$ cat config.mk
export PLATFORM = sky130hd
export DESIGN_NAME = stp_pwm_cfg
export DESIGN_NICKNAME = d
export VERILOG_FILES = /design/src/hdl/stp_pkg.sv /design/src/hdl/stp_amp_ctrl.sv /design/src/hdl/stp_pwm_cfg.sv
export VERILOG_INCLUDE_DIRS = /design/src /design/src/hdl
export SDC_FILE = /design/constraint.sdc
export NUM_CORES = 1
export LEC_CHECK = 0
export BUFFER_PORTS_ARGS = -buffer_cell sky130_fd_sc_hd__buf_4
export CORE_UTILIZATION = 25
export CTS_CLUSTER_SIZE = 14
export DETAILED_ROUTE_END_ITERATION = 10
export GPL_ROUTABILITY_DRIVEN = 1
export PLACE_DENSITY_LB_ADDON = 0.15
export SYNTH_ARGS = -nofsm -noshare
export SYNTH_HDL_FRONTEND = slang
export SYNTH_SLANG_ARGS = --single-unit
$ cat constraint.sdc
create_clock -name core_clk_i -period 45.3 [get_ports core_clk_i]
set_clock_uncertainty 0.05 [all_clocks]
set_input_delay 4.53 -clock core_clk_i [delete_from_list [all_inputs] [get_ports core_clk_i]]
set_output_delay 4.53 -clock core_clk_i [all_outputs]
set_load 0.05 [all_outputs]
$ cat src/hdl/stp_params.svh
// register offsets, field positions, reset values and timing counts of the chopper config block
`ifndef STP_PARAMS_SVH
`define STP_PARAMS_SVH

`define STP_AW 8
`define STP_ADDR_PWMCONF 8'h3C
`define STP_ADDR_CTRL 8'h40
`define STP_ADDR_DRVSTAT 8'h44
`define STP_ADDR_IRQSTAT 8'h48
`define STP_ADDR_IRQMASK 8'h4C
`define STP_ADDR_LIMITS 8'h50

`define STP_PWMCONF_RST 32'hC40C_001D
`define STP_CTRL_RST 32'h0000_0000
`define STP_LIMITS_RST 32'h0000_0000

`define STP_F_LIM_HI 31
`define STP_F_LIM_LO 28
`define STP_F_REG_HI 27
`define STP_F_REG_LO 24
`define STP_F_DIS_REG 23
`define STP_F_SD_MEAS 22
`define STP_F_HOLD_HI 21
`define STP_F_HOLD_LO 20
`define STP_F_AUTOGRAD 19
`define STP_F_AUTOSCALE 18
`define STP_F_FREQ_HI 17
`define STP_F_FREQ_LO 16
`define STP_F_SLOPE_HI 15
`define STP_F_SLOPE_LO 8
`define STP_F_OFS_HI 7
`define STP_F_OFS_LO 0

`define STP_S_SHORT_A 12
`define STP_S_STALL 24
`define STP_S_LOAD_HI 9
`define STP_S_LOAD_LO 0

`define STP_C_OFF_TIME_SETTING_HI 3
`define STP_C_OFF_TIME_SETTING_LO 0
`define STP_C_DRV_DIS 4

`define STP_I_SHORT 0
`define STP_I_STALL 1

`define STP_PWM_DIV0 11'h400
`define STP_PWM_DIV1 11'h2AB
`define STP_PWM_DIV2 11'h200
`define STP_PWM_DIV3 11'h19A

`endif

$ cat src/hdl/stp_pkg.sv
// types shared by the chopper config block
package stp_pkg;
    typedef enum logic [1:0] {
        STP_HOLD_NORMAL,
        STP_HOLD_HOLD_ZERO_COIL_MODE,
        STP_HOLD_SHORT_LS,
        STP_HOLD_SHORT_HS
    } stp_hold_mode_t;
    typedef enum logic [1:0] {
        STP_AMP_USER,
        STP_AMP_AUTO,
        STP_AMP_SWITCHBACK
    } stp_amp_state_t;
endpackage

$ cat src/hdl/stp_amp_ctrl.sv
// amplitude and slope path of the quiet chopper
`timescale 1ns/1ps
`include "stp_params.svh"
module stp_amp_ctrl
    import stp_pkg::*;
(
    // clock and reset
    input wire logic core_clk_i,
    input wire logic rst_i,
    input wire logic ce_i,
    // configuration
    input wire logic autoscale_i,
    input wire logic autograd_i,
    input wire logic [3:0] limit_i,
    input wire logic [3:0] reg_grad_i,
    input wire logic [7:0] offset_i,
    input wire logic [7:0] slope_i,
    // motor state
    input wire logic [4:0] cs_actual_i,
    input wire logic [19:0] step_interval_i,
    input wire logic [7:0] auto_amp_i,
    input wire logic [7:0] auto_slope_i,
    input wire logic halfwave_i,
    input wire logic switch_back_i,
    // results
    output logic [7:0] amp_o,
    output logic [7:0] slope_o,
    output stp_amp_state_t state_o
);
    logic [8:0] amp_half_q; // amplitude in half increments
    logic [8:0] amp_half_d;
    logic [7:0] user_amp;
    logic [13:0] ofs_part;
    logic [19:0] grad_part;
    logic [20:0] user_sum;
    logic [7:0] capped;
    logic [4:0] step_half;
    logic [8:0] target_half;

    // user feed-forward amplitude, clamped to 0..255
    always_comb begin
        ofs_part = 14'(({6'h00, offset_i} * {9'h000, cs_actual_i}) + {6'h00, offset_i});
        grad_part = (step_interval_i == 20'h0_0000) ? 20'h0_0000 : 20'({slope_i, 8'h00} / step_interval_i);
        user_sum = 21'(ofs_part >> 5) + {1'b0, grad_part};
        user_amp = (user_sum > 21'h00_00FF) ? 8'hFF : user_sum[7:0];
    end

    // switch-back cap on bits 7..4 of the auto value
    assign capped = (auto_amp_i[7:4] > limit_i) ? {limit_i, auto_amp_i[3:0]} : auto_amp_i;
    // code 0 is illegal, it is run as the slowest step
    assign step_half = (reg_grad_i == 4'h0) ? 5'h01 : {1'b0, reg_grad_i};
    assign target_half = {auto_amp_i, 1'b0};

    // regulated amplitude moves by at most the step per half wave; switch-back loads the capped value at once
    always_comb begin
        amp_half_d = amp_half_q;
        if (!autoscale_i) begin
            amp_half_d = {user_amp, 1'b0};
        end else if (switch_back_i) begin
            amp_half_d = {capped, 1'b0};
        end else if (halfwave_i) begin
            if (target_half > amp_half_q + 9'(step_half)) begin
                amp_half_d = amp_half_q + 9'(step_half);
            end else if (amp_half_q > target_half + 9'(step_half)) begin
                amp_half_d = amp_half_q - 9'(step_half);
            end else begin
                amp_half_d = target_half;
            end
        end
    end

    // amplitude register
    always_ff @(posedge core_clk_i) begin
        if (rst_i) begin
            amp_half_q <= 9'h000;
        end else if (ce_i) begin
            amp_half_q <= amp_half_d;
        end
    end

    // tuned slope is never limited by the switch-back cap
    always_ff @(posedge core_clk_i) begin
        if (rst_i) begin
            slope_o <= 8'h00;
            state_o <= STP_AMP_AUTO;
        end else if (ce_i) begin
            slope_o <= (autoscale_i && autograd_i) ? auto_slope_i : slope_i;
            if (!autoscale_i) begin
                state_o <= STP_AMP_USER;
            end else if (switch_back_i) begin
                state_o <= STP_AMP_SWITCHBACK;
            end else begin
                state_o <= STP_AMP_AUTO;
            end
        end
    end

    assign amp_o = amp_half_q[8:1];
endmodule

$ cat src/hdl/stp_pwm_cfg.sv
// one axis: quiet chopper configuration word, short and load status, interrupt
`timescale 1ns/1ps
`include "stp_params.svh"
module stp_pwm_cfg
    import stp_pkg::*;
(
    // clock, reset, enable
    input wire logic core_clk_i,
    input wire logic rst_i,
    input wire logic ce_i,
    // register port
    input wire logic [`STP_AW-1:0] addr_i,
    input wire logic [31:0] wdata_i,
    input wire logic wr_i,
    input wire logic rd_i,
    output logic [31:0] rdata_o,
    // bridge and motion state
    input wire logic short_det_a_i,
    input wire logic [9:0] load_meas_i,
    input wire logic load_vld_i,
    input wire logic [9:0] ontime_a_i,
    input wire logic standstill_i,
    input wire logic below_run_i,
    input wire logic hold_zero_i,
    input wire logic quiet_active_i,
    input wire logic [4:0] cs_actual_i,
    input wire logic [19:0] step_interval_i,
    input wire logic [7:0] auto_amp_i,
    input wire logic [7:0] auto_slope_i,
    input wire logic halfwave_i,
    input wire logic switch_back_i,
    // chopper controls
    output logic driver_en_o,
    output stp_hold_mode_t hold_mode_o,
    output logic reg_suspend_o,
    output logic sd_measure_o,
    output logic pwm_tick_o,
    output logic [7:0] amp_o,
    output logic [7:0] slope_o,
    output stp_amp_state_t amp_state_o,
    // load and interrupt
    output logic stall_o,
    output logic load_low_o,
    output logic load_high_o,
    output logic irq_o
);
    logic [31:0] pwmconf_q;
    logic [31:0] ctrl_q;
    logic [31:0] limits_q;
    logic [1:0] irq_sts_q;
    logic [1:0] irq_sts_d;
    logic [1:0] irq_mask_q;
    logic short_flag_a_q;
    logic short_flag_a_d;
    logic [9:0] load_result_q;
    logic stall_d;
    logic sw_off;
    logic wr_pwm;
    logic wr_ctrl;
    logic [10:0] pwm_cnt_q;
    logic [10:0] pwm_div;
    logic [31:0] rd_mux;

    // write decode
    assign wr_pwm = wr_i && (addr_i == `STP_ADDR_PWMCONF);
    assign wr_ctrl = wr_i && (addr_i == `STP_ADDR_CTRL);

    // configuration word, every field read-write
    always_ff @(posedge core_clk_i) begin
        if (rst_i) begin
            pwmconf_q <= `STP_PWMCONF_RST;
        end else if (ce_i && wr_pwm) begin
            pwmconf_q <= wdata_i;
        end
    end

    // own controls and load limits
    always_ff @(posedge core_clk_i) begin
        if (rst_i) begin
            ctrl_q <= `STP_CTRL_RST;
            limits_q <= `STP_LIMITS_RST;
        end else if (ce_i) begin
            if (wr_ctrl) begin
                ctrl_q <= {27'h000_0000, wdata_i[`STP_C_DRV_DIS:0]};
            end
            if (wr_i && (addr_i == `STP_ADDR_LIMITS)) begin
                limits_q <= {6'h00, wdata_i[25:16], 6'h00, wdata_i[9:0]};
            end
        end
    end

    // software off: off-time zero or disable set
    assign sw_off = (ctrl_q[`STP_C_OFF_TIME_SETTING_HI:`STP_C_OFF_TIME_SETTING_LO] == 4'h0) || ctrl_q[`STP_C_DRV_DIS];

    // short flag: detection wins over the software clear
    always_comb begin
        short_flag_a_d = short_flag_a_q;
        if (sw_off) begin
            short_flag_a_d = 1'b0;
        end
        if (short_det_a_i) begin
            short_flag_a_d = 1'b1;
        end
    end

    // stall when a valid measurement reads zero in motion outside the quiet chopper
    assign stall_d = load_vld_i && !standstill_i && !quiet_active_i && (load_meas_i == 10'h000);

    // load field: measurement in motion, coil-A on-time at standstill
    always_ff @(posedge core_clk_i) begin
        if (rst_i) begin
            load_result_q <= 10'h000;
            stall_o <= 1'b0;
            load_low_o <= 1'b0;
            load_high_o <= 1'b0;
        end else if (ce_i) begin
            if (standstill_i) begin
                load_result_q <= ontime_a_i;
                stall_o <= 1'b0;
                load_low_o <= 1'b0;
                load_high_o <= 1'b0;
            end else if (load_vld_i) begin
                load_result_q <= load_meas_i;
                stall_o <= stall_d;
                // limit compare only outside the quiet chopper
                load_low_o <= !quiet_active_i && (load_meas_i < limits_q[9:0]);
                load_high_o <= !quiet_active_i && (load_meas_i > limits_q[25:16]);
            end
        end
    end

    // flag and bridge enable
    always_ff @(posedge core_clk_i) begin
        if (rst_i) begin
            short_flag_a_q <= 1'b0;
            driver_en_o <= 1'b0;
        end else if (ce_i) begin
            short_flag_a_q <= short_flag_a_d;
            driver_en_o <= !short_flag_a_d && !sw_off;
        end
    end

    // sticky events: set wins over write-one-to-clear
    always_comb begin
        irq_sts_d = irq_sts_q;
        if (wr_i && (addr_i == `STP_ADDR_IRQSTAT)) begin
            irq_sts_d = irq_sts_q & ~wdata_i[1:0];
        end
        irq_sts_d[`STP_I_SHORT] = irq_sts_d[`STP_I_SHORT] | (short_det_a_i && !short_flag_a_q);
        irq_sts_d[`STP_I_STALL] = irq_sts_d[`STP_I_STALL] | stall_d;
    end

    // interrupt status, mask and level output
    always_ff @(posedge core_clk_i) begin
        if (rst_i) begin
            irq_sts_q <= 2'b00;
            irq_mask_q <= 2'b00;
            irq_o <= 1'b0;
        end else if (ce_i) begin
            irq_sts_q <= irq_sts_d;
            if (wr_i && (addr_i == `STP_ADDR_IRQMASK)) begin
                irq_mask_q <= wdata_i[1:0];
                irq_o <= |(irq_sts_d & wdata_i[1:0]);
            end else begin
                irq_o <= |(irq_sts_d & irq_mask_q);
            end
        end
    end

    // standstill controls
    always_ff @(posedge core_clk_i) begin
        if (rst_i) begin
            reg_suspend_o <= 1'b0;
            sd_measure_o <= 1'b0;
            hold_mode_o <= STP_HOLD_NORMAL;
        end else if (ce_i) begin
            reg_suspend_o <= pwmconf_q[`STP_F_DIS_REG] && standstill_i && below_run_i;
            sd_measure_o <= pwmconf_q[`STP_F_SD_MEAS];
            if (hold_zero_i && standstill_i) begin
                hold_mode_o <= stp_hold_mode_t'(pwmconf_q[`STP_F_HOLD_HI:`STP_F_HOLD_LO]);
            end else begin
                hold_mode_o <= STP_HOLD_NORMAL;
            end
        end
    end

    // chopper period in clocks, two ticks per period
    always_comb begin
        case (pwmconf_q[`STP_F_FREQ_HI:`STP_F_FREQ_LO])
            2'd0: pwm_div = `STP_PWM_DIV0;
            2'd1: pwm_div = `STP_PWM_DIV1;
            2'd2: pwm_div = `STP_PWM_DIV2;
            default: pwm_div = `STP_PWM_DIV3;
        endcase
    end

    // rate counter
    always_ff @(posedge core_clk_i) begin
        if (rst_i) begin
            pwm_cnt_q <= 11'h000;
            pwm_tick_o <= 1'b0;
        end else if (ce_i) begin
            pwm_cnt_q <= (pwm_cnt_q >= pwm_div - 11'h001) ? 11'h000 : pwm_cnt_q + 11'h001;
            pwm_tick_o <= (pwm_cnt_q == 11'h000) || (pwm_cnt_q == (pwm_div >> 1));
        end
    end

    // amplitude and slope path
    stp_amp_ctrl u_amp (
        .core_clk_i(core_clk_i),
        .rst_i(rst_i),
        .ce_i(ce_i),
        .autoscale_i(pwmconf_q[`STP_F_AUTOSCALE]),
        .autograd_i(pwmconf_q[`STP_F_AUTOGRAD]),
        .limit_i(pwmconf_q[`STP_F_LIM_HI:`STP_F_LIM_LO]),
        .reg_grad_i(pwmconf_q[`STP_F_REG_HI:`STP_F_REG_LO]),
        .offset_i(pwmconf_q[`STP_F_OFS_HI:`STP_F_OFS_LO]),
        .slope_i(pwmconf_q[`STP_F_SLOPE_HI:`STP_F_SLOPE_LO]),
        .cs_actual_i(cs_actual_i),
        .step_interval_i(step_interval_i),
        .auto_amp_i(auto_amp_i),
        .auto_slope_i(auto_slope_i),
        .halfwave_i(halfwave_i),
        .switch_back_i(switch_back_i),
        .amp_o(amp_o),
        .slope_o(slope_o),
        .state_o(amp_state_o)
    );

    // read mux, unmapped reads zero; no read side effects
    always_comb begin
        if (addr_i == `STP_ADDR_PWMCONF) begin
            rd_mux = pwmconf_q;
        end else if (addr_i == `STP_ADDR_CTRL) begin
            rd_mux = ctrl_q;
        end else if (addr_i == `STP_ADDR_DRVSTAT) begin
            rd_mux = 32'h0000_0000;
            rd_mux[`STP_S_SHORT_A] = short_flag_a_q;
            rd_mux[`STP_S_STALL] = stall_o;
            rd_mux[`STP_S_LOAD_HI:`STP_S_LOAD_LO] = load_result_q;
        end else if (addr_i == `STP_ADDR_IRQSTAT) begin
            rd_mux = {30'h0000_0000, irq_sts_q};
        end else if (addr_i == `STP_ADDR_IRQMASK) begin
            rd_mux = {30'h0000_0000, irq_mask_q};
        end else if (addr_i == `STP_ADDR_LIMITS) begin
            rd_mux = limits_q;
        end else begin
            rd_mux = 32'h0000_0000;
        end
    end

    // read data one cycle after the strobe
    always_ff @(posedge core_clk_i) begin
        if (rst_i) begin
            rdata_o <= 32'h0000_0000;
        end else if (ce_i) begin
            rdata_o <= rd_i ? rd_mux : 32'h0000_0000;
        end
    end
endmodule

==> results of run 1 <==
-- synthesized netlist by cell type (all sizes together) (20+ instances only) --
cell type and number:
a211o 20, a211oi 38, a21o 79, a21oi 232
a22oi 33, a31oi 21, and2 39, and3 22
buf 20, clkbuf 97, dfxtp 144, fa 30
ha 297, inv 152, mux2 37, mux2i 38
nand2 288, nand2b 32, nand3 62, nand4 31
nor2 306, nor2b 36, nor3 78, nor4 25
o211ai 27, o21a 63, o21ai 119, o21bai 29
o31ai 21, or3 30, xnor2 101, xor2 63
-- through the flow --
stage	util (%)	cell area, um2	hold slack [ns]
after global placement	28.83	23710	0.4062
after global routing	29.92	24610	0.4511
after detailed placement	28.83	23710	0.4108
after CTS	29.54	24300	0.4194
after floorplan	-	20850	0.3971
final	29.92	24610	0.4158
-- sequential cells by signal, indices dropped and copies added (netlist names), 5 cells and up --
register,count
u_amp.amp_half_q,9
pwm_cnt_q,11
pwmconf_q,32
limits_q,20
ctrl_q,5
rdata_o,32
load_result_q,10
u_amp.slope_o,8
-- worst max path at each step --
stage	startpoint	end	slack [ns]	cells after the start
3_3_place_gp	step_interval_i[15]	u_amp.amp_half_q[2]	-0.97	171
5_1_grt	step_interval_i[13]	u_amp.amp_half_q[2]	-0.02	176
2_1_floorplan	step_interval_i[0]	u_amp.amp_half_q[2]	1.79	183
6_report	step_interval_i[13]	u_amp.amp_half_q[2]	2.25	166
3_5_place_dp	step_interval_i[15]	u_amp.amp_half_q[2]	-1.23	169
4_1_cts	step_interval_i[15]	u_amp.amp_half_q[2]	0.03	165
-- cell type report --
type	count	area, um2	share of cell area [%]
clock buffer	19	442.9	1.800
clock inverter	13	101.3	0.4119
inverter	152	570.5	2.319
multi-input combinational	2407	17250	70.10
sequential	144	2883	11.72
tap	1070	1339	5.441
timing repair buffer	267	2021	8.212
-- power by group --
| part | internal, mW | switching (mW) | total [mW] |
|---|---|---|---|
| Sequential | 0.129 | 0.00311 | 0.132 |
| Combinational | 0.0453 | 0.0722 | 0.117 |
| Clock | 0.0721 | 0.0600 | 0.132 |
-- placed cells by master, fill, tap and decap left out, types with 11 or more instances in the layout --
| master | instances |
|---|---|
| nor2_1 | 297 |
| inv_1 | 151 |
| a21boi_0 | 12 |
| o211ai_1 | 27 |
| dfxtp_1 | 144 |
| buf_4 | 265 |
| a21o_1 | 79 |
| and2_1 | 37 |
| o31ai_1 | 17 |
| o21a_1 | 62 |
| a21oi_1 | 224 |
| a22oi_1 | 32 |
| nor3_1 | 73 |
| or2_2 | 15 |
| o21bai_1 | 29 |
| a211oi_1 | 36 |
| ha_1 | 297 |
| a311oi_1 | 11 |
| and3_1 | 22 |
| nand2b_1 | 32 |
| mux2_2 | 36 |
| xnor2_1 | 101 |
| nand2_1 | 285 |
| or3_1 | 30 |
| clkbuf_16 | 17 |
| o21ai_1 | 12 |
| nor4_1 | 18 |
| nand4_1 | 31 |
| a222oi_1 | 14 |
| nand3_1 | 62 |
| fa_1 | 30 |
| a211o_1 | 20 |
| nor2b_1 | 35 |
| a31oi_1 | 17 |
| mux2i_1 | 37 |
| xor2_1 | 63 |
| o21ai_0 | 104 |
-- repair_timing --
item,CTS,global route
hold buffers,0,0
pin swaps,0,7
setup endpoints to repair,8,8
resized for setup,10,65
buffers inserted,0,4
endpoints found under the hold margin,0,0
-- per-layer routing --
metal,share of wire [%],vias to the layer above,wire length [um]
met2,47,573,40210
li1,-,10622,-
met4,2.4,4,2034
met5,0.036,-,31
met3,5.0,106,4265
met1,45,10318,38420
-- cells by family after synthesis --
group / synth area share [%]
compound gates: 26.93
xor+xnor: 6.896
fa+ha+maj: 20.72
buf+inv: 5.022
flops: 13.84
mux: 3.844
other cells: 0.01800
simple gates: 22.72
-- worst register-to-register path: cells and delay by family (launching register included) --
family | cells | cell delay, ns
compound gates | 72 | 16.11
simple gates | 45 | 9.52
fa+ha+maj | 17 | 5.57
buf+inv | 14 | 2.79
mux | 3 | 1.06
flops | 1 | 0.30
==> metrics.md, run 1 <==
| Metric | Value |
|---|---|
| TritonCTS clock tree | built |
| Share of layout cells above drive strength 1 | about 15% |
| Average size of a mapped cell | 7.397 um2 |
| Final net count | about 3400 |
| Number of buffers and inverters on the critical path | 15 |
| Hold Fails Final Rpt | 0 |
| 1st-iter DRT viols | 1454 |
| Crit path max fanout | 18 |
| Routability cong. | a little over 0.9 |
| Relative slew slack | 30.34% |
| Global route overflow | 0 |
| Largest net degree at the start of global routing | 80 |
| Clock transition at path regs | 0.07 ns |
| Leak Pwr | 11.34 nW |
| Antenna Nets Post-Route | 0 |
| Top FF cell, synth | dfxtp_1 |
| PwrDens | 15.51 nW/um2 |
| Peak supply drop | roughly 25 uV |
| Synthesized flop and latch total | 144 |
| Netlist cell types | 89 |
| GR peak layer | met2 |
| Post-synth EDFFs | 0 |
| Final setup viols | 0 |
| Max Cap Viol | 0 |
| Synthesized instance count | 2816 |
| CP max stage delay | 0.80 ns |
| Cells after DPL | 4036 |
| Detail Placement HPWL | 67980 um |
| Starting Density | 25.33% |
| Post-synth ARST share | 0% |
| Clock Tree Root | clkbuf_16 |
| Worst hold path depth | 2 |
| Startpoint Class | primary input |
| Setup TNS | 0 ns |
| Worst reg2reg path endpoint | u_amp.amp_half_q[2] |
| TritonCTS Sinks | around 140 |
| R2R setup slack | approximately 9.8 ns |
| Initial antenna violation count | 2 |
| Die Ht | 290.7 um |
| Global-route wire length before repair | 129700 um |
| Critical-path top delay cell | o31ai_1 |
| Insertion delay to the later sink of the worst-skew pair | 0.44 ns |
| # IOs | 174 |
| Finished Layout Cells | ~4100 |
| DRT Wirelength | 84960 um |
| Seq/Total Area, Yosys | 13.84% |
| Place WS | -1.229 ns |
| Top cells by area, synth | ha_1 (18%), dfxtp_1 (14%), a21oi_1 (5.6%) |
| CP required | roughly 46 ns |
| Crit end category | flip-flop |
| Outcome | finished, final reports clean |
| Max Clk Rate | 23.23 MHz |
| Max-slew violations | 0 |
| Routed len/inst | 20.86 um |
| Slew @ Worst Pin | 1.042 ns |
| Crit path DAT | 43.35 ns |
| Fin worst setup slack | 2.245 ns |
| Syn-to-layout area delta | 18.13% |
| HP Class | flip-flop to flip-flop |
| Tot Pwr | 0.3817 mW |
| Met1 global-route usage | 25.33% |
| R2r startpoint | pwmconf_q[15] |
| Cell mode on critical path | ha_1 |
| Number of I/O port buffers | roughly 170 |
| Core ar. | 82240 um2 |
| Final period util | 95.04% |
| Antenna Cells | 0 |
| TritonCTS Buffers | 17 |
| R2R depth | between 150 and 200 |
| CTS H-tree depth | 4 |
| Vias in the first global route | 21632 |
| GR Util met2 | between 30% and 40% |
| Synth Warn # | 0 |
| Die ar. | 84480 um2 |
| Hold EP | reg_suspend_o |
| Top delay family on crit path | compound AO/OA/AOI/OAI gates |
| Filler cell count | just under 9000 |
| Met3 Usage GRT | 2.784% |
| Post-synth top area share | 17.84% |
| FP Rows | approximately 110 |
| Synth area leader | ha_1 |
| Setup CP Type | primary input to flip-flop |
| Tot GR Track Use | about a fifth |
| Pre-antenna DRT Iters | 6 |
| Minimum clock period | 43.05 ns |
| Critical hold path startpoint | reg_suspend_o |
| Vias | around 22000 |
| # DRC | 0 |
| Vias per inst | 5.310 |
| Die X | 290.7 um |
| Synth Cell Area | 20830 um2 |
| Max Root-Sink Buffers | 2 |
Power figures use the tool's default switching activity.
==> run 2, diff against run 1 <==
--- a/config.mk
+++ b/config.mk
@@ -7,6 +7,8 @@
 export NUM_CORES = 1
 export LEC_CHECK = 0
 export BUFFER_PORTS_ARGS = -buffer_cell sky130_fd_sc_hd__buf_4
+export CELL_PAD_IN_SITES_DETAIL_PLACEMENT = 0
+export CELL_PAD_IN_SITES_GLOBAL_PLACEMENT = 1
 export CORE_UTILIZATION = 25
 export CTS_CLUSTER_SIZE = 14
 export DETAILED_ROUTE_END_ITERATION = 10
==> metrics.md, run 2 (synthesis results as in run 1) <==
| Metric | Value |
|---|---|
| Antenna Nets Post-Route | 0 (unchanged) |
| Min Hold Slack | 0.4217 ns (+0.005936 ns) |
| # DRC | 0 (unchanged) |
| Final period util | 94.37% (-0.68 points) |
| Final net count | 3466 (+1.0%) |
| Worst reg2reg path endpoint | u_amp.amp_half_q[1] |
| Critical hold path startpoint | load_low_o |
| Outcome | finished, final reports clean |
| Relative slew slack | 22.61% (-7.7 points) |
| Crit path max fanout | 11 (-7) |
| Critical-path top delay cell | or4_4 |
| Vias per inst | 5.290 (-0.39%) |
| Worst hold path depth | 2 (unchanged) |
| Max Cap Viol | 0 (unchanged) |
| Wire length on met2 | 42430 um (+5.5%) |
| Hold Fails Final Rpt | 0 (unchanged) |
| Number of I/O port buffers | 173 (unchanged) |
| CTS H-tree depth | 4 (unchanged) |
| Initial antenna violation count | 4 (+2) |
| TritonCTS clock tree | built |
| Vias in the first global route | 21669 (+0.17%) |
| Sequential share of power | 33.4% (-1.2 points) |
| Core ar. | 82240 um2 (unchanged) |
| Largest net degree at the start of global routing | 101 (+26%) |
| Die X | 290.7 um (unchanged) |
| Share of layout cells above drive strength 1 | 15.67% (+0.94 points) |
| Commonest non-fill, non-tap cells in the layout | nor2_1 (300), buf_4 (300), ha_1 (296), nand2_1 (285), a21oi_1 (224) |
| Layout Utilization | 30.33% (+0.40 points) |
| CP max stage delay | 0.64 ns (-0.16 ns) |
| Detail Placement HPWL | 71330 um (+4.9%) |
| Routed len/inst | 21.48 um (+2.9%) |
| Routability cong. | 0.9196 (+1.1%) |
| Part of the power in combinational logic | 29.7% (-1.1 points) |
| Minimum clock period | 42.75 ns (-0.3069 ns) |
| Max Root-Sink Buffers | 2 (unchanged) |
| PwrDens | 15.92 nW/um2 (+2.6%) |
| CP required | 45.50 ns (-0.09 ns) |
| FP Rows | 105 (unchanged) |
| Cell mode on critical path | ha_1 |
| DRT Wirelength | 88270 um (+3.9%) |
| Tot GR Track Use | 20.31% (+0.69 points) |
| Highest routed layer | met5 |
| TritonCTS Buffers | 17 (unchanged) |
| Switching pwr | 0.1392 mW (+2.9%) |
| Clock Tree Root | clkbuf_16 |
| Slew @ Worst Pin | 1.161 ns (+0.1189 ns) |
| Wire length on met1 | 40720 um (+6.0%) |
| R2r startpoint | pwmconf_q[15] |
| Clock power share | 36.9% (+2.3 points) |
| Hold_buf cts | 0 (unchanged) |
| Global route overflow | 0 (unchanged) |
| Insertion delay to the later sink of the worst-skew pair | 0.44 ns (about the same) |
| Setup CP Type | primary input to flip-flop |
| CP startpoint | step_interval_i[13] |
| Crit path DAT | 42.95 ns (-0.40 ns) |
| Startpoint Class | primary input |
| Die Ht | 290.7 um (unchanged) |
| Leak Pwr | 11.57 nW (+1.9%) |
| Place WS | -0.7355 ns (+0.4937 ns) |
| Die ar. | 84480 um2 (unchanged) |
| Max Clk Rate | 23.39 MHz (+0.72%) |
| Sw Ratio | 35.04% (-0.39 points) |
| 1st-iter DRT viols | 1518 (+4.4%) |
| Tot Pwr | 0.3971 mW (+4.0%) |
| Internal cell power | 0.2579 mW (+4.7%) |
| Peak supply drop | 17.68 uV (-29%) |
| Max-slew violations | 0 (unchanged) |
| Biggest regs | pwmconf_q x32, rdata_o x32, limits_q x20 |
| Met3 WL | 3626 um (-15%) |
| HP Class | flip-flop to flip-flop |
| TritonCTS Sinks | 144 (unchanged) |
| # IOs | 174 (unchanged) |
| Final setup viols | 0 (unchanged) |
| R2R setup slack | 10.35 ns (+0.54 ns) |
| Vias | 21740 (+0.54%) |
| Starting Density | 25.33% (unchanged) |
| Crit end category | flip-flop |
| R2R depth | 156 (+3.3%) |
| Clock transition at path regs | 0.07 ns (about the same) |
| Global-route wire length before repair | 133000 um (+2.5%) |
| Syn-to-layout area delta | 19.73% |
| Fin worst setup slack | 2.552 ns (+0.3069 ns) |
| Hold EP | load_low_o |
| Pre-antenna DRT Iters | 5 (-1) |
==> run 2: per-stage QoR <==
stage          cell area, um2  instances  TNS [ns]
2_1_floorplan           20850       2820         0
3_3_place_gp            23990       4071    -3.387
6_report                24940       4110         0
5_1_grt                 24940       4108   -0.3693
3_5_place_dp            23990       4071    -5.635
4_1_cts                 24600       4103         0
==> run 2: area by class of cell <==
| class | instances | area [um2] |
|---|---|---|
| diodes | 2 | 5.005 |
| clock buffers | 17 | 425.4 |
| clock inverters | 15 | 171.4 |
| fillers | 8888 | 57300 |
| inverters | 152 | 570.5 |
| multi-input cells | 2407 | 17230 |
| flip-flops and latches | 144 | 2883 |
| well taps | 1070 | 1339 |
| repair buffers | 303 | 2312 |
==> run 2: routing by layer <==
layer | global-route usage, % | up-vias
met5 | 0 | -
met4 | 3.910 | 8
met3 | 2.180 | 77
met2 | 35.69 | 545
met1 | 26.67 | 10415
li1 | - | 10695
==> run 2: repair_timing <==
action,in CTS,in global routing
gates resized for setup,3,67
pin swaps,0,3
setup buffers,0,5
endpoints found under the setup margin,8,8
==> run 2: critical path, delay by kind of cell <==
family / cells / cell delay (ns)
xor gates and xnor gates: 1 / 0.09
and+or+nand+nor: 51 / 11.68
buffers and inverters: 14 / 2.30
adders and majority gates: 21 / 6.03
AOI/OAI and AO/OA: 80 / 16.82
muxes: 4 / 1.37
==> run 2: how the worst max path moves through the flow <==
stage,endpoint,slack (ns),cells after the start
after global placement,u_amp.amp_half_q[1],-0.45,169
after global routing,u_amp.amp_half_q[4],-0.07,174
after floorplan,u_amp.amp_half_q[2],1.79,183
after detailed placement,u_amp.amp_half_q[1],-0.74,164
final,u_amp.amp_half_q[1],2.55,171
after CTS,u_amp.amp_half_q[1],0.03,163
==> run 2: power by group through the flow <==
stage	Combinational (mW)	Sequential (mW)	Clock, mW
after global placement	0.118	0.135	0
after global routing	0.131	0.133	0.156
after CTS	0.118	0.132	0.151
final	0.118	0.132	0.147
after floorplan	0.0741	0.136	0
after detailed placement	0.117	0.135	0
==> run 3, diff against run 2 <==
--- a/config.mk
+++ b/config.mk
@@ -14,6 +14,7 @@
 export DETAILED_ROUTE_END_ITERATION = 10
 export GPL_ROUTABILITY_DRIVEN = 1
 export PLACE_DENSITY_LB_ADDON = 0.15
+export RECOVER_POWER = 50
 export SYNTH_ARGS = -nofsm -noshare
 export SYNTH_HDL_FRONTEND = slang
 export SYNTH_SLANG_ARGS = --single-unit
==> metrics.md, run 3 (synthesis results as in run 1) <==
| Metric | Value |
|---|---|
| Global route overflow | 0 (unchanged) |
| Vias in the first global route | 21669 (unchanged) |
| Die ar. | 84480 um2 (unchanged) |
| Cell mode on critical path | ha_1 |
| Relative slew slack | -54.82% (-77 points) |
| Top delay family on crit path | compound AO/OA/AOI/OAI gates |
| Routed len/inst | 21.47 um (about the same) |
| CP max stage delay | 0.64 ns (about the same) |
| Worst hold path depth | 2 (unchanged) |
| Syn-to-layout area delta | 18.60% |
| Crit path DAT | 42.93 ns (-0.02 ns) |
| Hold_buf cts | 0 (unchanged) |
| Starting Density | 25.33% (unchanged) |
| # DRC | 0 (unchanged) |
| Minimum clock period | 42.73 ns (-0.02096 ns) |
| Clock transition at path regs | 0.07 ns (about the same) |
| Die X | 290.7 um (unchanged) |
| Slew @ Worst Pin | 2.322 ns (+1.161 ns) |
| Area of the multi-input gates | 17230 um2 (unchanged) |
| Hold Fails Final Rpt | 0 (unchanged) |
| Failing checks | max-capacitance violations, max-slew violations |
| Core ar. | 82240 um2 (unchanged) |
| Leak Pwr | 11.31 nW (-2.2%) |
| Number of I/O port buffers | 173 (unchanged) |
| Antenna Nets Post-Route | 0 (unchanged) |
| Max Clk Rate | 23.40 MHz (about the same) |
| DRT Wirelength | 88230 um (about the same) |
| Final period util | 94.32% (about the same) |
| 1st-iter DRT viols | 1468 (-3.3%) |
| TritonCTS Sinks | 144 (unchanged) |
| Cells after DPL | 4071 (unchanged) |
| Insertion delay to the later sink of the worst-skew pair | 0.44 ns (about the same) |
| Initial antenna violation count | 4 (unchanged) |
| TritonCTS Buffers | 17 (unchanged) |
| Critical path depth in cells | 168 (-1.8%) |
| CP required | 45.50 ns (about the same) |
| Biggest regs | pwmconf_q x32, rdata_o x32, limits_q x20 |
| Setup CP Type | primary input to flip-flop |
| Startpoint Class | primary input |
| TritonCTS clock tree | built |
| CTS H-tree depth | 4 (unchanged) |
| Final net count | 3466 (unchanged) |
| Global-route wire length before repair | 133000 um (unchanged) |
| # IOs | 174 (unchanged) |
| Tot GR Track Use | 20.31% (unchanged) |
| Share of layout cells above drive strength 1 | 13.59% (-2.1 points) |
| Vias per inst | 5.297 (+0.15%) |
| Die Ht | 290.7 um (unchanged) |
| Critical-path top delay cell | or4_4 |
| Max Cap Viol | 1 (+1) |
| Crit end category | flip-flop |
| Crit path max fanout | 11 (unchanged) |
| Largest net degree at the start of global routing | 101 (unchanged) |
| Max-slew violations | 48 (+48) |
| Pre-antenna DRT Iters | 5 (unchanged) |
| Tot Pwr | 0.3953 mW (-0.45%) |
| Number of buffers and inverters on the critical path | 14 (unchanged) |
| HP Class | flip-flop to flip-flop |
| Clock Tree Root | clkbuf_16 |
| Filler cell count | 8936 (+0.54%) |
| FF+latch area | 2883 um2 (unchanged) |
| Vias | 21767 (+0.12%) |
| FP Rows | 105 (unchanged) |
| PwrDens | 16.00 nW/um2 (+0.49%) |
| Final setup viols | 0 (unchanged) |
| Most common cell after layout, fill and taps aside | nor2_1 |
| Detail Placement HPWL | 71330 um (unchanged) |
| Routability cong. | 0.9196 (unchanged) |
| Peak supply drop | 13.24 uV (-25%) |
| Outcome | finished, violations left |
| Finished Layout Cells | 4109 (-0.024%) |
| Commonest non-fill, non-tap cells in the layout | nor2_1 (300), ha_1 (296), nand2_1 (285), buf_4 (238), a21oi_1 (224) |
| Max Root-Sink Buffers | 2 (unchanged) |
| R2R depth | 153 (-1.9%) |
| Layout Utilization | 30.04% (-0.29 points) |
## run 3: changes by cell type in the layout (fill, tap and decap cells not counted), sizes merged
cell    change
buf        -62
clkbuf     +62
diode       -1
## run 3: worst reg2reg max path: cells and delay by family, from the launching register on
kind | cells | cell delay, ns
buf+inv | 13 | 2.35
mux | 4 | 1.41
compound gates | 75 | 16.26
flops | 1 | 0.31
xor+xnor | 1 | 0.09
simple gates | 42 | 8.64
fa+ha+maj | 18 | 5.62
## run 3: repair_timing
item                                    4_1_cts  5_1_grt
endpoints found under the setup margin        8        8
hold endpoints to repair                      0        0
resized for setup                             3       67
buffers inserted                              0        5
pin swaps                                     0        3
## run 3: path summary, 6_finish.rpt
check / slack, ns / to / start
min reg2reg: 0.42 / load_low_o / load_low_o
max: 2.57 / u_amp.amp_half_q[1] / step_interval_i[13]
min: 0.42 / load_low_o / load_low_o
max reg2reg: 10.37 / u_amp.amp_half_q[1] / pwmconf_q[15]
## run 3: layout make-up
class / count / area share, %
Clock buffer: 17 / 1.722
Sequential cell: 144 / 11.67
Antenna cell: 1 / 0.01013
Tap cell: 1070 / 5.419
Inverter: 152 / 2.309
Multi-Input combinational cell: 2407 / 69.76
Timing Repair Buffer: 303 / 8.417
Clock inverter: 15 / 0.6938
## run 3: power by group
part	switching, mW	total [mW]	leakage [nW]	internal, mW
logic	0.0719	0.117	9.85	0.0449
registers	0.00332	0.132	1.17	0.129
clock network	0.0633	0.146	0.290	0.0828
## run 3: metrics by stage
stage          area (um2)  worst slack (ns)  setup TNS (ns)  hold WS [ns]
3_5_place_dp        23990           -0.7355          -5.635        0.4059
4_1_cts             24600           0.03478               0        0.4240
6_report            24700             2.573               0        0.4190
2_1_floorplan       20850             1.791               0        0.3971
5_1_grt             24700          -0.07101         -0.3694        0.4338
3_3_place_gp        23990           -0.4546          -3.387        0.4064
## run 3: per-layer routing
metal	global-route usage, %	share of wire [%]	vias to the layer above	routed length (um)
li1	-	-	10694	-
met1	26.67	46	10432	40530
met5	0	0.067	-	59
met4	3.910	1.6	8	1379
met2	35.69	48	558	42440
met3	2.180	4.3	75	3818
